## config.mk

```make
export PLATFORM = sky130hd
export DESIGN_NAME = psd_counter
export DESIGN_NICKNAME = d
export VERILOG_FILES = /design/src/inc/psd_pkg.sv /design/src/design/psd_sampler.sv /design/src/design/psd_condition.sv /design/src/design/psd_counter.sv
export SDC_FILE = /design/constraint.sdc
export NUM_CORES = 1
export LEC_CHECK = 0
export ABC_AREA = 1
export ABC_CLOCK_PERIOD_IN_PS = 6080
export BUFFER_PORTS_ARGS = -buffer_cell sky130_fd_sc_hd__buf_2
export CAP_MARGIN = 0
export CORE_UTILIZATION = 50
export CTS_BUF_LIST = sky130_fd_sc_hd__clkbuf_16
export CTS_CLUSTER_DIAMETER = 40
export DETAILED_ROUTE_END_ITERATION = 8
export GPL_TIMING_DRIVEN = 1
export PLACE_DENSITY_LB_ADDON = 0.08
export SETUP_SLACK_MARGIN = 0.15
export SYNTH_ARGS = -nofsm -noshare
export SYNTH_HDL_FRONTEND = slang
export SYNTH_SLANG_ARGS = --single-unit
```

## constraint.sdc

```tcl
create_clock -name sys_clk -period 6.08 [get_ports sys_clk]
set_clock_uncertainty 0.2 [all_clocks]
set_input_delay 1.216 -clock sys_clk [delete_from_list [all_inputs] [get_ports sys_clk]]
set_output_delay 1.216 -clock sys_clk [all_outputs]
set_load 0.05 [all_outputs]
```

## src/inc/psd_pkg.sv

```systemverilog
// Package of constants and types for the pin state detection counter.
//------------------------------------------------------------------------------
//------------------------------------------------------------------------------
package psd_pkg;
    // Register offsets on the plain register port (word offsets).
    localparam logic [3:0] ADDR_CTRL = 4'h0;
    localparam logic [3:0] ADDR_INCR = 4'h1;
    localparam logic [3:0] ADDR_ACCUM = 4'h2;
    localparam logic [3:0] ADDR_PINS = 4'h3;
    localparam logic [3:0] ADDR_STATUS = 4'h4;

    // Control register field positions.
    localparam int CTRL_MODE_LSB = 26;
    localparam int CTRL_PLL_DIV_LSB = 23;
    localparam int CTRL_FBPIN_LSB = 9;
    localparam int CTRL_SENSEPIN_LSB = 0;
    localparam logic [31:0] CTRL_WRITE_MASK = 32'h7F80_3E1F;

    // Pin control register field positions.
    localparam int PINS_DIR_BIT = 0;
    localparam int PINS_OUT_BIT = 1;

    // Reset values.
    localparam logic [31:0] RESET_WORD = 32'h0000_0000;

    // Mode codes.
    localparam logic [4:0] MODE_POS = 5'h08;
    localparam logic [4:0] MODE_POS_FB = 5'h09;
    localparam logic [4:0] MODE_RISE = 5'h0A;
    localparam logic [4:0] MODE_RISE_FB = 5'h0B;
    localparam logic [4:0] MODE_NEG = 5'h0C;
    localparam logic [4:0] MODE_NEG_FB = 5'h0D;
    localparam logic [4:0] MODE_FALL = 5'h0E;
    localparam logic [4:0] MODE_FALL_FB = 5'h0F;
    localparam logic [4:0] MODE_LOGIC_A = 5'h1A;
    localparam logic [4:0] MODE_LOGIC_NOT_A = 5'h15;

    // Sense pin samples travelling together.
    typedef struct packed {
        logic once;
        logic twice;
    } psd_sample_t;

    // Register bus request.
    typedef struct packed {
        logic [3:0] addr;
        logic [31:0] wdata;
        logic wr;
        logic rd;
    } psd_bus_t;
endpackage

```

## src/design/psd_sampler.sv

```systemverilog
// Two-stage sampler of the selected sense pin.
`timescale 1ns/1ps
module psd_sampler (
    input wire logic sys_clk,
    input wire logic reset,
    input wire logic [31:0] pinIn,
    input wire logic [4:0] pinSel,
    output psd_pkg::psd_sample_t sample
);
    logic once_q;
    logic twice_q;

    //------------------------------------------------------------------------------
    // Sample stages
    //------------------------------------------------------------------------------
    // once-registered sample
    always_ff @(posedge sys_clk or posedge reset) begin
        if (reset) begin
            once_q <= 1'b0;
            twice_q <= 1'b0;
        end else begin
            once_q <= pinIn[pinSel];
            twice_q <= once_q;
        end
    end

    // Both stages go out together so edge logic sees a matched pair.
    assign sample.once = once_q;
    assign sample.twice = twice_q;
endmodule

```

## src/design/psd_condition.sv

```systemverilog
// Accumulate-condition decoder for pin state and logic modes.
`timescale 1ns/1ps
module psd_condition (
    input wire logic [4:0] mode,
    input psd_pkg::psd_sample_t sample,
    output logic accumulate,
    output logic feedbackEn
);
    // Decode; the PLL divider is not an input here so it cannot matter.
    always_comb begin
        accumulate = 1'b0;
        case (mode)
            psd_pkg::MODE_POS, psd_pkg::MODE_POS_FB: begin
                accumulate = sample.once;
            end
            psd_pkg::MODE_NEG, psd_pkg::MODE_NEG_FB: begin
                accumulate = ~sample.once;
            end
            psd_pkg::MODE_RISE, psd_pkg::MODE_RISE_FB: begin
                accumulate = sample.once & ~sample.twice;
            end
            psd_pkg::MODE_FALL, psd_pkg::MODE_FALL_FB: begin
                accumulate = ~sample.once & sample.twice;
            end
            psd_pkg::MODE_LOGIC_A: begin
                accumulate = sample.once;
            end
            psd_pkg::MODE_LOGIC_NOT_A: begin
                accumulate = ~sample.once;
            end
            default: begin
                accumulate = 1'b0;
            end
        endcase
    end

    assign feedbackEn = (mode[4:3] == 2'b01) & mode[0];
endmodule

```

## src/design/psd_counter.sv

```systemverilog
// Top level of the pin state detection accumulator counter.
//
// Added by the designer: the plain strobed port and the register offsets.
`timescale 1ns/1ps
module psd_counter (
    input wire logic sys_clk,
    input wire logic reset,
    input wire logic [3:0] regAddr,
    input wire logic [31:0] regWdata,
    input wire logic regWr,
    input wire logic regRd,
    output logic [31:0] regRdata,
    input wire logic [31:0] pinIn,
    output logic [31:0] pinOut,
    output logic [31:0] pinOe_n
);
    psd_pkg::psd_bus_t bus;
    logic [31:0] ctrl_q;
    logic [31:0] incr_q;
    logic [31:0] accum_q;
    logic [31:0] accum_d;
    logic [1:0] pins_q;
    logic [31:0] regRdata_q;
    logic [31:0] pinOut_q;
    logic [31:0] pinOe_n_q;
    logic [4:0] mode;
    logic [4:0] sensePin;
    logic [4:0] feedbackPin;
    logic accumulate;
    logic feedbackEn;
    logic feedbackDrive;
    logic feedbackLevel;
    psd_pkg::psd_sample_t sample;
    logic accumWrite;

    assign bus = '{addr: regAddr, wdata: regWdata, wr: regWr, rd: regRd};
    // Software write to the accumulator; it overrides any add in the same cycle, so the
    // checks below leave such cycles to the write check.
    assign accumWrite = bus.wr && bus.addr == psd_pkg::ADDR_ACCUM;

    //------------------------------------------------------------------------------
    // Field extraction
    //------------------------------------------------------------------------------
    // divider field unused
    assign mode = ctrl_q[psd_pkg::CTRL_MODE_LSB +: 5];
    assign sensePin = ctrl_q[psd_pkg::CTRL_SENSEPIN_LSB +: 5];
    assign feedbackPin = ctrl_q[psd_pkg::CTRL_FBPIN_LSB +: 5];

    //------------------------------------------------------------------------------
    // Submodules
    //------------------------------------------------------------------------------
    psd_sampler u_sampler (
        .sys_clk(sys_clk),
        .reset(reset),
        .pinIn(pinIn),
        .pinSel(sensePin),
        .sample(sample)
    );

    psd_condition u_cond (
        .mode(mode),
        .sample(sample),
        .accumulate(accumulate),
        .feedbackEn(feedbackEn)
    );

    //------------------------------------------------------------------------------
    // Configuration registers
    //------------------------------------------------------------------------------
    // mode active from next clock
    always_ff @(posedge sys_clk or posedge reset) begin
        if (reset) begin
            ctrl_q <= psd_pkg::RESET_WORD;
        end else if (bus.wr && bus.addr == psd_pkg::ADDR_CTRL) begin
            ctrl_q <= bus.wdata & psd_pkg::CTRL_WRITE_MASK; // Reserved bits stay zero.
        end
    end

    // Increment register.
    always_ff @(posedge sys_clk or posedge reset) begin
        if (reset) begin
            incr_q <= psd_pkg::RESET_WORD;
        end else if (bus.wr && bus.addr == psd_pkg::ADDR_INCR) begin
            incr_q <= bus.wdata;
        end
    end

    // Direction and output bits of the feedback pin.
    always_ff @(posedge sys_clk or posedge reset) begin
        if (reset) begin
            pins_q <= 2'h0;
        end else if (bus.wr && bus.addr == psd_pkg::ADDR_PINS) begin
            pins_q <= bus.wdata[1:0];
        end
    end

    //------------------------------------------------------------------------------
    // Accumulator
    //------------------------------------------------------------------------------
    // add increment when true
    assign accum_d = accumulate ? accum_q + incr_q : accum_q;

    // wrap and software overwrite
    // A software write wins over an add in the same cycle, as software asked for that value.
    always_ff @(posedge sys_clk or posedge reset) begin
        if (reset) begin
            accum_q <= psd_pkg::RESET_WORD;
        end else if (bus.wr && bus.addr == psd_pkg::ADDR_ACCUM) begin
            accum_q <= bus.wdata;
        end else begin
            accum_q <= accum_d;
        end
    end

    //------------------------------------------------------------------------------
    // Read port
    //------------------------------------------------------------------------------
    // Read data stand one cycle after the strobe; unmapped addresses read zero.
    always_ff @(posedge sys_clk or posedge reset) begin
        if (reset) begin
            regRdata_q <= psd_pkg::RESET_WORD;
        end else if (bus.rd) begin
            case (bus.addr)
                psd_pkg::ADDR_CTRL: begin
                    regRdata_q <= ctrl_q;
                end
                psd_pkg::ADDR_INCR: begin
                    regRdata_q <= incr_q;
                end
                psd_pkg::ADDR_ACCUM: begin
                    regRdata_q <= accum_q;
                end
                psd_pkg::ADDR_PINS: begin
                    regRdata_q <= {30'h0, pins_q};
                end
                psd_pkg::ADDR_STATUS: begin
                    regRdata_q <= {28'h0, feedbackEn, accumulate, sample.twice, sample.once};
                end
                default: begin
                    regRdata_q <= psd_pkg::RESET_WORD;
                end
            endcase
        end else begin
            regRdata_q <= psd_pkg::RESET_WORD;
        end
    end
    assign regRdata = regRdata_q;

    //------------------------------------------------------------------------------
    // Pin drive
    //------------------------------------------------------------------------------
    // inverse of the sensed level
    assign feedbackLevel = ~pinIn[sensePin];
    // gate by direction, OR with output bit
    assign feedbackDrive = pins_q[psd_pkg::PINS_DIR_BIT]
        & ((feedbackEn & feedbackLevel) | pins_q[psd_pkg::PINS_OUT_BIT]);

    // Outputs are registered, so the feedback lags the pin by one clock; the RC loop
    // tolerates that and it keeps every output on a flip-flop.
    always_ff @(posedge sys_clk or posedge reset) begin
        if (reset) begin
            pinOut_q <= 32'h0000_0000;
            pinOe_n_q <= 32'hFFFF_FFFF;
        end else begin
            pinOut_q <= 32'h0000_0000;
            pinOe_n_q <= 32'hFFFF_FFFF;
            pinOut_q[feedbackPin] <= feedbackDrive;
            pinOe_n_q[feedbackPin] <= ~pins_q[psd_pkg::PINS_DIR_BIT];
        end
    end
    assign pinOut = pinOut_q;
    assign pinOe_n = pinOe_n_q;

    //------------------------------------------------------------------------------
    // Assertions
    //------------------------------------------------------------------------------
    a_level_high_add: assert property (@(posedge sys_clk) disable iff (reset)
        (mode == psd_pkg::MODE_POS && sample.once && !(bus.wr && bus.addr == psd_pkg::ADDR_ACCUM))
        |=> accum_q == $past(accum_q) + $past(incr_q))
        else $error("High level did not add the increment.");

    a_level_low_hold: assert property (@(posedge sys_clk) disable iff (reset)
        (mode == psd_pkg::MODE_NEG && sample.once && !bus.wr) |=> accum_q == $past(accum_q))
        else $error("Low level mode added while the pin was high.");

    a_rise_once: assert property (@(posedge sys_clk) disable iff (reset)
        (mode[4:1] == 4'h5 && !accumWrite) |=> accum_q == $past(accum_q)
            + (($past(sample.once) && !$past(sample.twice)) ? $past(incr_q) : 32'h0))
        else $error("Rising edge did not add exactly once.");

    a_fall_once: assert property (@(posedge sys_clk) disable iff (reset)
        (mode[4:1] == 4'h7 && !accumWrite) |=> accum_q == $past(accum_q)
            + ((!$past(sample.once) && $past(sample.twice)) ? $past(incr_q) : 32'h0))
        else $error("Falling edge did not add exactly once.");

    a_sample_chain: assert property (@(posedge sys_clk) disable iff (reset)
        ##1 sample.twice == $past(sample.once))
        else $error("Second sample stage does not follow the first.");

    // The stages are held through the reset edge while the pin is not, so skip that cycle.
    a_level_sample: assert property (@(posedge sys_clk) disable iff (reset)
        ($stable(sensePin) && !$past(reset)) |-> sample.once == $past(pinIn[sensePin]))
        else $error("Level sample is not the previous pin value.");

    a_even_no_fb: assert property (@(posedge sys_clk) disable iff (reset)
        (mode[4:3] == 2'b01 && !mode[0] && !pins_q[psd_pkg::PINS_OUT_BIT]
         && $stable(pins_q)) |=> pinOut_q[$past(feedbackPin)] == 1'b0)
        else $error("Even mode drove the feedback pin.");

    a_dir_gate: assert property (@(posedge sys_clk) disable iff (reset)
        !pins_q[psd_pkg::PINS_DIR_BIT] |=> pinOe_n_q == 32'hFFFF_FFFF && pinOut_q == 32'h0)
        else $error("Feedback pin driven with direction bit clear.");

    a_accum_write: assert property (@(posedge sys_clk) disable iff (reset)
        (bus.wr && bus.addr == psd_pkg::ADDR_ACCUM) |=> accum_q == $past(bus.wdata))
        else $error("Accumulator write not taken on the next clock.");

    a_mode_at_once: assert property (@(posedge sys_clk) disable iff (reset)
        (bus.wr && bus.addr == psd_pkg::ADDR_CTRL) |=> mode == $past(bus.wdata[30:26]))
        else $error("Mode did not take effect on the next clock.");

    //------------------------------------------------------------------------------
    // Assertions on the accumulate decode
    //------------------------------------------------------------------------------
    // These restate the mode table rather than the decoder, so a slip in either one
    // shows up as a disagreement instead of being copied twice.
    a_mode_table: assert property (@(posedge sys_clk) disable iff (reset)
        (mode[4:3] == 2'b01) |-> accumulate == (mode[1]
            ? (mode[2] ? (!sample.once && sample.twice) : (sample.once && !sample.twice))
            : (mode[2] ? !sample.once : sample.once)))
        else $error("Pin state mode decoded the wrong condition.");

    a_other_idle: assert property (@(posedge sys_clk) disable iff (reset)
        (mode[4:3] != 2'b01 && mode != psd_pkg::MODE_LOGIC_A
         && mode != psd_pkg::MODE_LOGIC_NOT_A) |-> !accumulate)
        else $error("A mode outside the detection set accumulated.");

    a_logic_high: assert property (@(posedge sys_clk) disable iff (reset)
        (mode == psd_pkg::MODE_LOGIC_A) |-> accumulate == sample.once)
        else $error("Logic high mode differs from the high level mode.");

    a_logic_low: assert property (@(posedge sys_clk) disable iff (reset)
        (mode == psd_pkg::MODE_LOGIC_NOT_A) |-> accumulate == !sample.once)
        else $error("Logic low mode differs from the low level mode.");

    //------------------------------------------------------------------------------
    // Assertions on the accumulator, the increment register and the read port
    //------------------------------------------------------------------------------
    // The write exclusion matches the write-wins choice in the accumulator process.
    a_add_true: assert property (@(posedge sys_clk) disable iff (reset)
        (accumulate && !accumWrite) |=> accum_q == $past(accum_q) + $past(incr_q))
        else $error("True condition did not add the increment.");

    a_hold_false: assert property (@(posedge sys_clk) disable iff (reset)
        (!accumulate && !accumWrite) |=> accum_q == $past(accum_q))
        else $error("Accumulator moved while the condition was false.");

    a_pos_no_add: assert property (@(posedge sys_clk) disable iff (reset)
        (mode == psd_pkg::MODE_POS_FB && !sample.once && !accumWrite)
        |=> accum_q == $past(accum_q))
        else $error("High level mode added while the pin was low.");

    a_neg_add: assert property (@(posedge sys_clk) disable iff (reset)
        (mode == psd_pkg::MODE_NEG_FB && !sample.once && !accumWrite)
        |=> accum_q == $past(accum_q) + $past(incr_q))
        else $error("Low level mode did not add while the pin was low.");

    a_incr_write: assert property (@(posedge sys_clk) disable iff (reset)
        (bus.wr && bus.addr == psd_pkg::ADDR_INCR) |=> incr_q == $past(bus.wdata))
        else $error("Increment write not taken on the next clock.");

    a_accum_read: assert property (@(posedge sys_clk) disable iff (reset)
        (bus.rd && bus.addr == psd_pkg::ADDR_ACCUM) |=> regRdata_q == $past(accum_q))
        else $error("Accumulator read returned a stale value.");

    // Read data stand for one cycle only, so a master that samples late sees zero.
    a_read_idle: assert property (@(posedge sys_clk) disable iff (reset)
        !bus.rd |=> regRdata_q == 32'h0)
        else $error("Read data stood outside the answer cycle.");

    //------------------------------------------------------------------------------
    // Assertions on the pins
    //------------------------------------------------------------------------------
    // The feedback is registered, so it answers the pin level of the previous edge.
    a_fb_invert: assert property (@(posedge sys_clk) disable iff (reset)
        (mode[4:3] == 2'b01 && mode[0] && pins_q == 2'b01)
        |=> pinOut_q[$past(feedbackPin)] == !$past(pinIn[sensePin])
            && !pinOe_n_q[$past(feedbackPin)])
        else $error("Odd mode did not drive the inverse of the sense pin.");

    a_fb_outbit: assert property (@(posedge sys_clk) disable iff (reset)
        (pins_q == 2'b11) |=> pinOut_q[$past(feedbackPin)] && !pinOe_n_q[$past(feedbackPin)])
        else $error("Output bit did not force the feedback pin high.");

    // Only the feedback pin may ever be enabled; a stray enable would fight the source.
    a_one_enable: assert property (@(posedge sys_clk) disable iff (reset)
        1'b1 |=> (pinOe_n_q | (32'h1 << $past(feedbackPin))) == 32'hFFFF_FFFF)
        else $error("A pin other than the feedback pin was enabled.");

    a_one_level: assert property (@(posedge sys_clk) disable iff (reset)
        1'b1 |=> (pinOut_q & ~(32'h1 << $past(feedbackPin))) == 32'h0)
        else $error("A pin other than the feedback pin was driven high.");
endmodule

```

### Word-level counts from Yosys, hierarchy flattened

Cells that the tools add are included.

| word-level totals | value |
|---|---|
| flip-flop bits (word level) | 182 |
| input bits | 72 |
| output and inout port bits | 96 |
| logic and storage cells | 61 |

| operators by class | value |
|---|---|
| add/sub/neg operators | 1 |
| magnitude comparators | 3 |
| eq/ne operators | 15 |
| mux-type cells | 9 |
| bitwise logic cells | 13 |
| reductions and logical operators | 11 |

Operators with widths:

| operator | number |
|---|---|
| 32-bit case mux with 5 select lines | 1 |
| 32-bit two-way mux | 3 |
| 5-bit by 4-bit equality test with 1-bit output, second input constant | 8 |
| 32-bit adder | 1 |
| 32-bit bitwise AND | 1 |
| 32-bit NOT | 1 |
| 32-bit bitwise OR | 1 |
| 5-bit by 6-bit < comparator with 1-bit output, second input constant | 2 |
| 5-bit equality test, second input constant | 2 |
| 4-bit by 2-bit equality test with 1-bit output, second input constant | 2 |
| 3-bit OR reduction | 2 |
| 1-bit bitwise AND | 5 |
| 1-bit binary-select mux with 5-bit select | 1 |
| 1-bit demux with 5-bit select | 1 |
| 5-bit by 1-bit greater-or-equal comparator with 1-bit output, second input constant | 1 |
| 1-bit logical AND | 5 |
| 4-bit by 1-bit equality test with 1-bit output, second input constant | 1 |
| 4-bit by 3-bit equality test with 1-bit output, second input constant | 1 |
| 4-bit zero test | 1 |
| 1-bit NOT | 4 |
| 1-bit case mux with 4 select lines | 1 |
| 2-bit OR reduction | 2 |
| 2-bit by 1-bit equality test with 1-bit output, second input constant | 1 |
| 1-bit two-way mux | 2 |
| other kinds (2) | 2 |

### Logic depth before layout (Yosys ltp)

Gate-level depths: netlist of the first run.

| depth | value |
|---|---|
| depth after elaboration | 7 |
| mapped depth | 13 |

### By module

From an unflattened synthesis of the first run, not the netlist that was laid out.

| unflattened totals | value |
|---|---|
| cell total of the unflattened synthesis | 1,342 |
| area total of the unflattened synthesis | 10,089.7 um^2 |

Modules (own cells, without submodules):

| module | instances | cells an instance | area each (um^2) | seq. area each (um^2) |
|---|---|---|---|---|
| psd_counter | 1 | 1,239 | 9,560.4 | 4,544.4 |
| psd_sampler | 1 | 83 | 444.2 | 50.0 |
| psd_condition | 1 | 20 | 85.1 | 0.0 |

### Least setup slack after synthesis of the first run

OpenSTA, ideal clock, no wires.

| timing path | value |
|---|---|
| path kind | input to register |
| start point | in regAddr[0] |
| end point | reg ctrl_q[13] |
| arrival | 2.220 ns |
| required time | 5.749 ns |
| path slack | 3.530 ns |
| cell stages on the path | 8 |
| buffers on the path | 2 |
| path through | buf_2 > nor2_1 > nand2_1 > inv_1 > nand2_1 > clkbuf_1 > nand2_1 > o21ai_0 |

| between the ends | value |
|---|---|
| longest elaborated chain between the ends | 2 |

RTL lines:

| element | RTL line | text |
|---|---|---|
| from (decl) | psd_counter.sv:8 | `input wire logic [3:0] regAddr,` |
| 4-bit zero test | psd_counter.sv:74 | `end else if (bus.wr && bus.addr == psd_pkg::ADDR_CTRL) begin` |
| 1-bit logical AND | psd_counter.sv:74 |  |
| to (signal assigned) | psd_counter.sv:73 | `ctrl_q <= psd_pkg::RESET_WORD;` |
| to (signal assigned) | psd_counter.sv:75 | `ctrl_q <= bus.wdata & psd_pkg::CTRL_WRITE_MASK;` |
| to (decl) | psd_counter.sv:18 | `logic [31:0] ctrl_q;` |

Every way passes these cells.
A chain may end at the register's enable or synchronous reset.

### Final worst setup path of the first run

| timing path | value |
|---|---|
| start point | in regAddr[1] |
| end point | reg accum_q[14] |

| between the ends | value |
|---|---|
| longest elaborated chain between the ends | 3 |
| elaborated cells between the ends (all ways) | 4 |

RTL lines:

| element | RTL line | text |
|---|---|---|
| 4-bit by 2-bit equality test with 1-bit output (*) | psd_counter.sv:108 | `end else if (bus.wr && bus.addr == psd_pkg::ADDR_ACCUM) begin` |
| 1-bit logical AND (*) | psd_counter.sv:108 |  |
| 32-bit two-way mux or 2-bit nonzero test (tied branches) | - |  |
| to (signal assigned) | psd_counter.sv:107 | `accum_q <= psd_pkg::RESET_WORD;` |
| to (signal assigned) | psd_counter.sv:109 | `accum_q <= bus.wdata;` |
| to (signal assigned) | psd_counter.sv:111 | `accum_q <= accum_d;` |
| to (decl) | psd_counter.sv:20 | `logic [31:0] accum_q;` |

Mark *: on every way between the ends. The rest lies on a longest branch, timed or not.

==> key figures, run 1 <==
Synthesis
  • Number of synthesized flops with an enable pin: 0
  • Sequential fraction of the synthesis area: roughly 47%
  • Top post-synthesis cells by area: sky130_fd_sc_hd__dfrtp_1, sky130_fd_sc_hd__nand2_1, sky130_fd_sc_hd__dfstp_2, sky130_fd_sc_hd__inv_1, sky130_fd_sc_hd__nand3_1
  • Syn Std Cell Area: roughly 9800 um2
  • Yosys warning count: 0
  • Share of flip-flops with an asynchronous set or reset after synthesis: between 90% and 100%
  • Synthesized area per cell: between 7 and 8 um2
  • Yosys top cell area share: around two fifths
  • Leading area contributor after synthesis: sky130_fd_sc_hd__dfrtp_1
  • Register bit count reported by yosys: 182
  • Cells after synthesis: 1268
  • Most used DFF post-synth: sky130_fd_sc_hd__dfrtp_1
  • Most frequently used cell type in the post-synthesis netlist: sky130_fd_sc_hd__nand2_1
  • Synth cell count leaders: sky130_fd_sc_hd__nand2_1, sky130_fd_sc_hd__inv_1, sky130_fd_sc_hd__dfrtp_1, sky130_fd_sc_hd__nand3_1, sky130_fd_sc_hd__a21oi_1
  • Distinct cell type count after synthesis: 40
  • Synthesized Nets: 1372

Pwr
  • Maximum vdd ir drop: roughly 230 uV
  • Overall power: around 4.3 mW
  • Static power due to leakage: 6.21 nW
  • Switching power: about 1.8 mW
  • Power share of the combinational group: about 37%
  • Power Dens Cells: ~380 nW/um2
  • Cell-internal power: roughly 2.5 mW
  • Sw Share: 41.7%
  • Sequential Power Share: a little under two fifths
  • Share of power burned in the clock network: 26.4%

Layout
  • Area growth from synthesis to final layout: 17.0%
  • Final instance area: around 11000 um2
  • Number of antenna diodes: 0
  • Fill count: 1778
  • Number of nets in the layout: 1526
  • Fraction of layout cells with a size suffix above 1: between 10% and 20%
  • Final non-filler cell total: 1695

Routing
  • WL final: 26100 um
  • Drt pass-1 iters: 5
  • DRC violations left: 0
  • Drt initial violations: between 600 and 700
  • Antenna-violating nets left: 0
  • Per-cell routed wire length: approximately 15 um
  • Total number of vias: between 8000 and 9000
  • Routed vias/inst: slightly above 5

Critical path
  • Category of the critical setup timing path: in2reg
  • Kind of launch point of the worst setup path: input port
  • Setup crit start: regAddr[1]
  • Setup slack, reg-to-reg: approximately 3.5 ns
  • Worst reg2reg path depth: 7
  • WP data arrival: approximately 3.8 ns
  • Maximum fanout along the worst path: 33
  • Crit. End Element: register
  • Reg2reg end: accum_q[3]$_DFFE_PP0P_
  • Worst setup path endpoint: accum_q[14]$_DFFE_PP0P_
  • Reg-to-Reg Start: ctrl_q[26]$_DFFE_PP0P_
  • Data required, critical path: approximately 6.3 ns

Global route
  • Vias in the first global route: approximately 8300
  • Overall Global Routing Usage: 27.4%
  • Met1 track utilization from global routing: around 38%
  • Maximum number of pins on one net before global-route repair: between 150 and 200
  • Most congested layer reported by global routing: met2
  • GRT met3 Usage: 3.95%
  • Met2 track demand over resource in global routing: 44.9%
  • Number of antenna violations at the first check in global routing: 0
  • Total congestion overflow after global routing: 0
  • First-pass GRT wire length: between 40000 and 50000 um

Timing
  • Final worst-path cycle share: 60.4%
  • Final max-slew violation count: 0
  • Slew @ Worst Pin: between 1 and 1.5 ns
  • Min Clock Period, post-route: about 3.7 ns
  • Number of endpoints with negative hold slack in the final report: 0
  • Setup TNS Final: 0 ns
  • Setup violation total in the final timing report: 0
  • Setup repair after global routing missed its margin: no
  • Rel. slew slack: approximately a quarter
  • Max Clk Rate: approximately 270 MHz

Job
  • Max-cap violations: 0

Floorplanning
  • Die outline width: ~140 um
  • Overall die area: about 20000 um2
  • Cell row count: 50
  • Total I/O pin count: between 150 and 200
  • Core footprint: roughly 19000 um2
  • Die Y-Extent: 142 um
  • Starting Density: roughly half

Status
  • Outcome: completed

Place
  • Post-DP HPWL: between 15000 and 20000 um
  • Placed standard-cell area: approximately 11000 um2
  • Dpl cells: 1663
  • Gpl congestion: approximately 0.9
  • Count of input and output buffers: 167

Clocking
  • Number of hold-repair buffers added at the cts stage: 0
  • Maximum level of the CTS H-tree: 4
  • CTS clk-pin slew, worst paths: 0.08 ns
  • Worst-skew pair later-pin latency: 0.44 ns
  • Num CTS Buffers: 17
  • Max Buffers Root-to-Sink: 2
  • Clock tree from TritonCTS: done
  • Setup bufs post-CTS: 0
  • # resized after CTS: 0
  • Root Driver: sky130_fd_sc_hd__clkbuf_16
  • # clock sinks: ~180

Min path
  • Path class of the lowest-slack min-delay path: reg2reg
[registers in the layout, indices dropped and copies added (netlist names)]
signal,cells
u_sampler.twice_q,1
regRdata,32
pins_q,2
pinOe_n,32
ctrl_q,18
pinOut,32
accum_q,32
u_sampler.once_q,1
incr_q,32
[area by class of cell]
| class | instances | area [um2] | area share, % |
|---|---|---|---|
| Clock buffer | 17 | 425 | 3.72 |
| Clock inverter | 15 | 206 | 1.80 |
| Inverter | 181 | 686 | 5.99 |
| Multi-Input combinational cell | 863 | 4280 | 37.4 |
| Sequential cell | 182 | 4590 | 40.1 |
| Tap cell | 260 | 325 | 2.84 |
| Timing Repair Buffer | 177 | 923 | 8.07 |
[power groups by stage]
| stage | combinational (mW) | sequential, mW | clock (mW) |
|---|---|---|---|
| floorplan | 1.20 | 1.60 | 0 |
| global placement | 1.56 | 1.61 | 0 |
| detailed placement | 1.58 | 1.61 | 0 |
| CTS | 1.59 | 1.59 | 1.17 |
| global route | 1.82 | 1.62 | 1.21 |
| finish | 1.59 | 1.59 | 1.14 |
[routing by layer]
layer	up-vias	routed length [um]
met4	0	403
met3	29	1320
met2	254	12200
met1	4085	12100
li1	4343	-
met5	-	0
[cells by family after synthesis]
group                      Yosys count  share of synthesized area (%)
buffers and inverters              223                           9.30
muxes                               13                           1.50
and+or+nand+nor                    658                           28.2
AOI/OAI and AO/OA                  147                           8.67
xor gates and xnor gates            13                           1.16
adders and majority gates           32                           4.17
DFF                                182                           47.0
[cells in the final DEF, fill, tap and decap left out, drive strengths merged, types with 18 or more instances in the layout]
cell	instances
dfstp	32
nand2	449
nand3	104
buf	177
a21oi	69
o21ai	54
dfrtp	150
ha	31
nor2	47
inv	184
nor3	18
nand4	23
[critical path, cell delays in order]
cell,delay (ns)
sky130_fd_sc_hd__buf_2,0.12
sky130_fd_sc_hd__inv_1,0.69
sky130_fd_sc_hd__nor2_1,0.08
sky130_fd_sc_hd__nand2_1,0.10
sky130_fd_sc_hd__inv_2,0.26
sky130_fd_sc_hd__nand2_2,0.15
sky130_fd_sc_hd__buf_4,0.29
sky130_fd_sc_hd__and2_1,0.66
sky130_fd_sc_hd__nand2_1,0.13
sky130_fd_sc_hd__nand3_1,0.11
[how the worst min path moves through the flow]
stage                               startpoint                          end  slack (ns)  depth (start not counted)
floorplan           u_sampler.once_q$_DFF_PP0_  u_sampler.twice_q$_DFF_PP0_        0.17                          0
global placement    u_sampler.once_q$_DFF_PP0_  u_sampler.twice_q$_DFF_PP0_        0.24                          0
detailed placement  u_sampler.once_q$_DFF_PP0_  u_sampler.twice_q$_DFF_PP0_        0.21                          0
CTS                 u_sampler.once_q$_DFF_PP0_  u_sampler.twice_q$_DFF_PP0_        0.24                          0
global route        u_sampler.once_q$_DFF_PP0_  u_sampler.twice_q$_DFF_PP0_        0.25                          0
finish              u_sampler.once_q$_DFF_PP0_  u_sampler.twice_q$_DFF_PP0_        0.22                          0
[metrics by stage]
step	hold slack, ns	util (%)	worst slack (ns)
2_1_floorplan	0.171	-	2.35
3_3_place_gp	0.238	57.0	2.02
3_5_place_dp	0.211	57.0	1.99
4_1_cts	0.235	60.4	2.44
5_1_grt	0.245	60.4	2.16
6_report	0.221	60.4	2.41
Note: power is estimated with default switching activity, not from simulation.
==> run 2: changes to the inputs <==
--- a/config.mk
+++ b/config.mk
@@ -5,8 +5,8 @@
 export SDC_FILE = /design/constraint.sdc
 export NUM_CORES = 1
 export LEC_CHECK = 0
-export ABC_AREA = 1
-export ABC_CLOCK_PERIOD_IN_PS = 6080
+export ABC_AREA = 0
+export ABC_CLOCK_PERIOD_IN_PS = 3200
 export BUFFER_PORTS_ARGS = -buffer_cell sky130_fd_sc_hd__buf_2
 export CAP_MARGIN = 0
 export CORE_UTILIZATION = 50
==> constraint.sdc (replaced) <==
create_clock -name sys_clk -period 3.2 [get_ports sys_clk]
set_clock_uncertainty 0.2 [all_clocks]
set_input_delay 0.64 -clock sys_clk [delete_from_list [all_inputs] [get_ports sys_clk]]
set_output_delay 0.64 -clock sys_clk [all_outputs]
set_load 0.05 [all_outputs]
==> key figures, run 2 <==
Status
  • Outcome: completed

Critical path
  • Max stage delay on crit path: about 0.40 ns
  • Reg2reg end: accum_q[17]$_DFFE_PP0P_
  • List of cells traversed by the critical path: ha_1, a21o_1, a31o_2, or2_1, buf_4, a31oi_2, o21bai_1, a41oi_1, xnor2_1, mux2i_1, o21ai_0
  • Maximum fanout along the worst path: 3
  • Kind of launch point of the worst setup path: register
  • WP data arrival: just over 3 ns
  • Data required, critical path: between 3 and 4 ns
  • Critical Path Slowest Stage Cell: sky130_fd_sc_hd__dfrtp_1
  • Crit. End Element: register
  • Setup crit start: incr_q[4]$_DFFE_PP0P_
  • Reg-to-Reg Start: incr_q[4]$_DFFE_PP0P_
  • Category of the critical setup timing path: reg2reg
  • Worst setup path endpoint: accum_q[17]$_DFFE_PP0P_
  • Setup slack, reg-to-reg: ~0.25 ns
  • Worst reg2reg path depth: 11

Timing
  • Final worst-path cycle share: between 90% and 100%
  • Final max-slew violation count: 0
  • Number of endpoints with negative hold slack in the final report: 0
  • Rel. slew slack: a little over half
  • Setup TNS Final: 0 ns
  • Setup violation total in the final timing report: 0
  • Slew @ Worst Pin: 0.696 ns
  • Final setup slack of the worst path: ~0.25 ns
  • Min Clock Period, post-route: ~3 ns
  • Setup repair after global routing missed its margin: yes
  • Max Clk Rate: between 300 and 400 MHz

Floorplanning
  • Overall die area: around 18000 um2
  • Total I/O pin count: ~170
  • Starting Density: 51.4%
  • Die outline width: around 140 um
  • Core footprint: roughly 17000 um2
  • Die Y-Extent: ~140 um
  • Cell row count: 48

Pwr
  • Cell-internal power: about 5.4 mW
  • Sw Share: a little under two fifths
  • Maximum vdd ir drop: about 460 uV
  • Power Dens Cells: between 800 and 900 nW/um2
  • Share of power burned in the clock network: between 20% and 30%
  • Power share of the combinational group: between 40% and 50%
  • Switching power: 3.33 mW
  • Static power due to leakage: slightly above 5 nW
  • Sequential Power Share: 36.0%

Synthesis
  • Leading area contributor after synthesis: sky130_fd_sc_hd__dfrtp_1
  • Distinct cell type count after synthesis: 62
  • Synthesized Nets: between 900 and 1000
  • Yosys top cell area share: between 40% and 50%
  • Synth cell count leaders: sky130_fd_sc_hd__dfrtp_1, sky130_fd_sc_hd__nor2_1, sky130_fd_sc_hd__nand2_1, sky130_fd_sc_hd__mux2_2, sky130_fd_sc_hd__a21oi_1
  • Register bit count reported by yosys: about 180
  • Share of flip-flops with an asynchronous set or reset after synthesis: 100%
  • Most frequently used cell type in the post-synthesis netlist: sky130_fd_sc_hd__dfrtp_1
  • Sequential fraction of the synthesis area: roughly half
  • Yosys warning count: 0
  • Most used DFF post-synth: sky130_fd_sc_hd__dfrtp_1
  • Syn Std Cell Area: a little under 9000 um2
  • Top post-synthesis cells by area: sky130_fd_sc_hd__dfrtp_1, sky130_fd_sc_hd__dfstp_2, sky130_fd_sc_hd__mux2_2, sky130_fd_sc_hd__nor2_1, sky130_fd_sc_hd__ha_1
  • Number of synthesized flops with an enable pin: 0
  • Synthesized area per cell: 10.7 um2
  • Cells after synthesis: 837

Layout
  • Most frequent standard cell in the layout excluding fill and tap cells: sky130_fd_sc_hd__buf_2
  • Area growth from synthesis to final layout: 21.0%
  • Fin util: ~62%
  • Final instance area: between 10000 and 15000 um2
  • Highest-count cells in the layout ignoring fill and taps: sky130_fd_sc_hd__buf_2, sky130_fd_sc_hd__dfrtp_1, sky130_fd_sc_hd__nor2_1
  • Number of nets in the layout: 1119
  • Number of antenna diodes: 0
  • Final non-filler cell total: 1253
  • Fill count: 1504
  • Fraction of layout cells with a size suffix above 1: a little over a third

Place
  • Dpl cells: between 1000 and 1500
  • Placed standard-cell area: slightly above 10000 um2
  • Post-DP HPWL: approximately 16000 um
  • Placement-stage worst setup slack: 0.0318 ns
  • Count of input and output buffers: 167
  • Gpl congestion: between 0.8 and 0.9

Clocking
  • Worst-skew pair later-pin latency: between 0.4 and 0.5 ns
  • Maximum level of the CTS H-tree: 4
  • Max Buffers Root-to-Sink: 2
  • CTS clk-pin slew, worst paths: roughly 0.07 ns
  • Clock tree from TritonCTS: done
  • Num CTS Buffers: 17
  • # clock sinks: 182
  • Root Driver: sky130_fd_sc_hd__clkbuf_16
  • Number of hold-repair buffers added at the cts stage: 0

Routing
  • Routed vias/inst: 5.59
  • Drt pass-1 iters: 5
  • Total number of vias: approximately 7000
  • Antenna-violating nets left: 0
  • Drt initial violations: roughly 420
  • DRC violations left: 0
  • Per-cell routed wire length: 17.5 um
  • WL final: about 22000 um

Global route
  • First-pass GRT wire length: approximately 36000 um
  • Overall Global Routing Usage: between 20 and 30%
  • Vias in the first global route: about 7000
  • Number of antenna violations at the first check in global routing: 0
  • Maximum number of pins on one net before global-route repair: 73
  • Total congestion overflow after global routing: 0

Min path
  • Path class of the lowest-slack min-delay path: in2async

Job
  • Max-cap violations: 0
[run 2: changes by cell type in the layout (fill, tap and decap cells not counted), moves of 12 or more]
| cell | change |
|---|---|
| sky130_fd_sc_hd__a21o_1 | +14 |
| sky130_fd_sc_hd__nand4_1 | -14 |
| sky130_fd_sc_hd__nand2_1 | -349 |
| sky130_fd_sc_hd__mux2_2 | +42 |
| sky130_fd_sc_hd__mux2i_1 | +36 |
| sky130_fd_sc_hd__nor2_1 | +63 |
| sky130_fd_sc_hd__nor3_1 | -13 |
| sky130_fd_sc_hd__o21ai_0 | -16 |
| sky130_fd_sc_hd__nand3_1 | -89 |
| sky130_fd_sc_hd__a22oi_1 | +13 |
| sky130_fd_sc_hd__buf_4 | +21 |
| sky130_fd_sc_hd__inv_1 | -168 |
| sky130_fd_sc_hd__xnor2_1 | +12 |
[run 2: kinds of logic (layout without fill, tap and decap cells)]
kind of cell             Yosys count  after routing  share of synthesized area (%)
adder cells (fa/ha/maj)           32             32                           4.56
flip-flops                       182            182                           51.3
multiplexers                     101            101                           13.5
buffers and inverters             47            238                           2.01
AO/OA/AOI/OAI                    167            167                           11.9
XOR/XNOR                          27             27                           2.64
AND/OR/NAND/NOR                  281            281                           14.0
[run 2: final cells by class]
cell class | instances | area (um2) | area share (%)
well taps | 225 | 282 | 2.60
clock inverters | 15 | 106 | 0.982
inverters | 6 | 26.3 | 0.243
flip-flops and latches | 182 | 4600 | 42.4
repair buffers | 200 | 1120 | 10.4
multi-input cells | 608 | 4270 | 39.4
clock buffers | 17 | 425 | 3.93
[run 2: timing repair]
| action | CTS | global route |
|---|---|---|
| setup buffers | 0 | 3 |
| resized for setup | 3 | 17 |
| endpoints found under the setup margin | 32 | 18 |
| pin swaps | 0 | 12 |
[run 2: stage by stage]
stage	hold WS, ns	total power [mW]
after global routing	0.103	9.30
after global placement	0.282	6.59
after CTS	0.0691	8.57
after floorplan	0.209	5.67
final	0.0655	8.70
after detailed placement	0.269	6.61
[run 2: how the worst min path moves through the flow]
stage	end	from	slack (ns)
floorplan	u_sampler.twice_q$_DFF_PP0_	u_sampler.once_q$_DFF_PP0_	0.21
CTS	ctrl_q[25]$_DFFE_PP0P_	reset	0.07
global placement	u_sampler.twice_q$_DFF_PP0_	u_sampler.once_q$_DFF_PP0_	0.28
finish	ctrl_q[25]$_DFFE_PP0P_	reset	0.07
global route	ctrl_q[25]$_DFFE_PP0P_	reset	0.10
detailed placement	u_sampler.twice_q$_DFF_PP0_	u_sampler.once_q$_DFF_PP0_	0.27
[run 2: power by group through the flow]
stage                     sequential, mW  clock [mW]  combinational, mW
final                               3.14        1.93               3.64
after detailed placement            3.17           0               3.44
after global placement              3.16           0               3.43
after CTS                           3.13        1.96               3.48
after floorplan                     3.12           0               2.56
after global routing                3.20        2.06               4.03
[run 2: per-layer routing]
metal | vias up | GRT usage [%] | wire length [um] | part of all wire (%)
met5 | - | 0 | 0 | 0
met4 | 0 | 8.05 | 346 | 1.6
met3 | 29 | 4.12 | 1060 | 4.8
met2 | 224 | 42.7 | 10900 | 49
met1 | 3417 | 33.2 | 9680 | 44
li1 | 3329 | - | - | -
[run 2: worst max-delay path: cells and delay by family (launching register included)]
kind	cells	cell delay [ns]
AO/OA/AOI/OAI	6	1.29
flip-flops	1	0.40
adder cells (fa/ha/maj)	1	0.31
AND/OR/NAND/NOR	1	0.25
XOR/XNOR	1	0.16
buffers and inverters	1	0.15
multiplexers	1	0.09
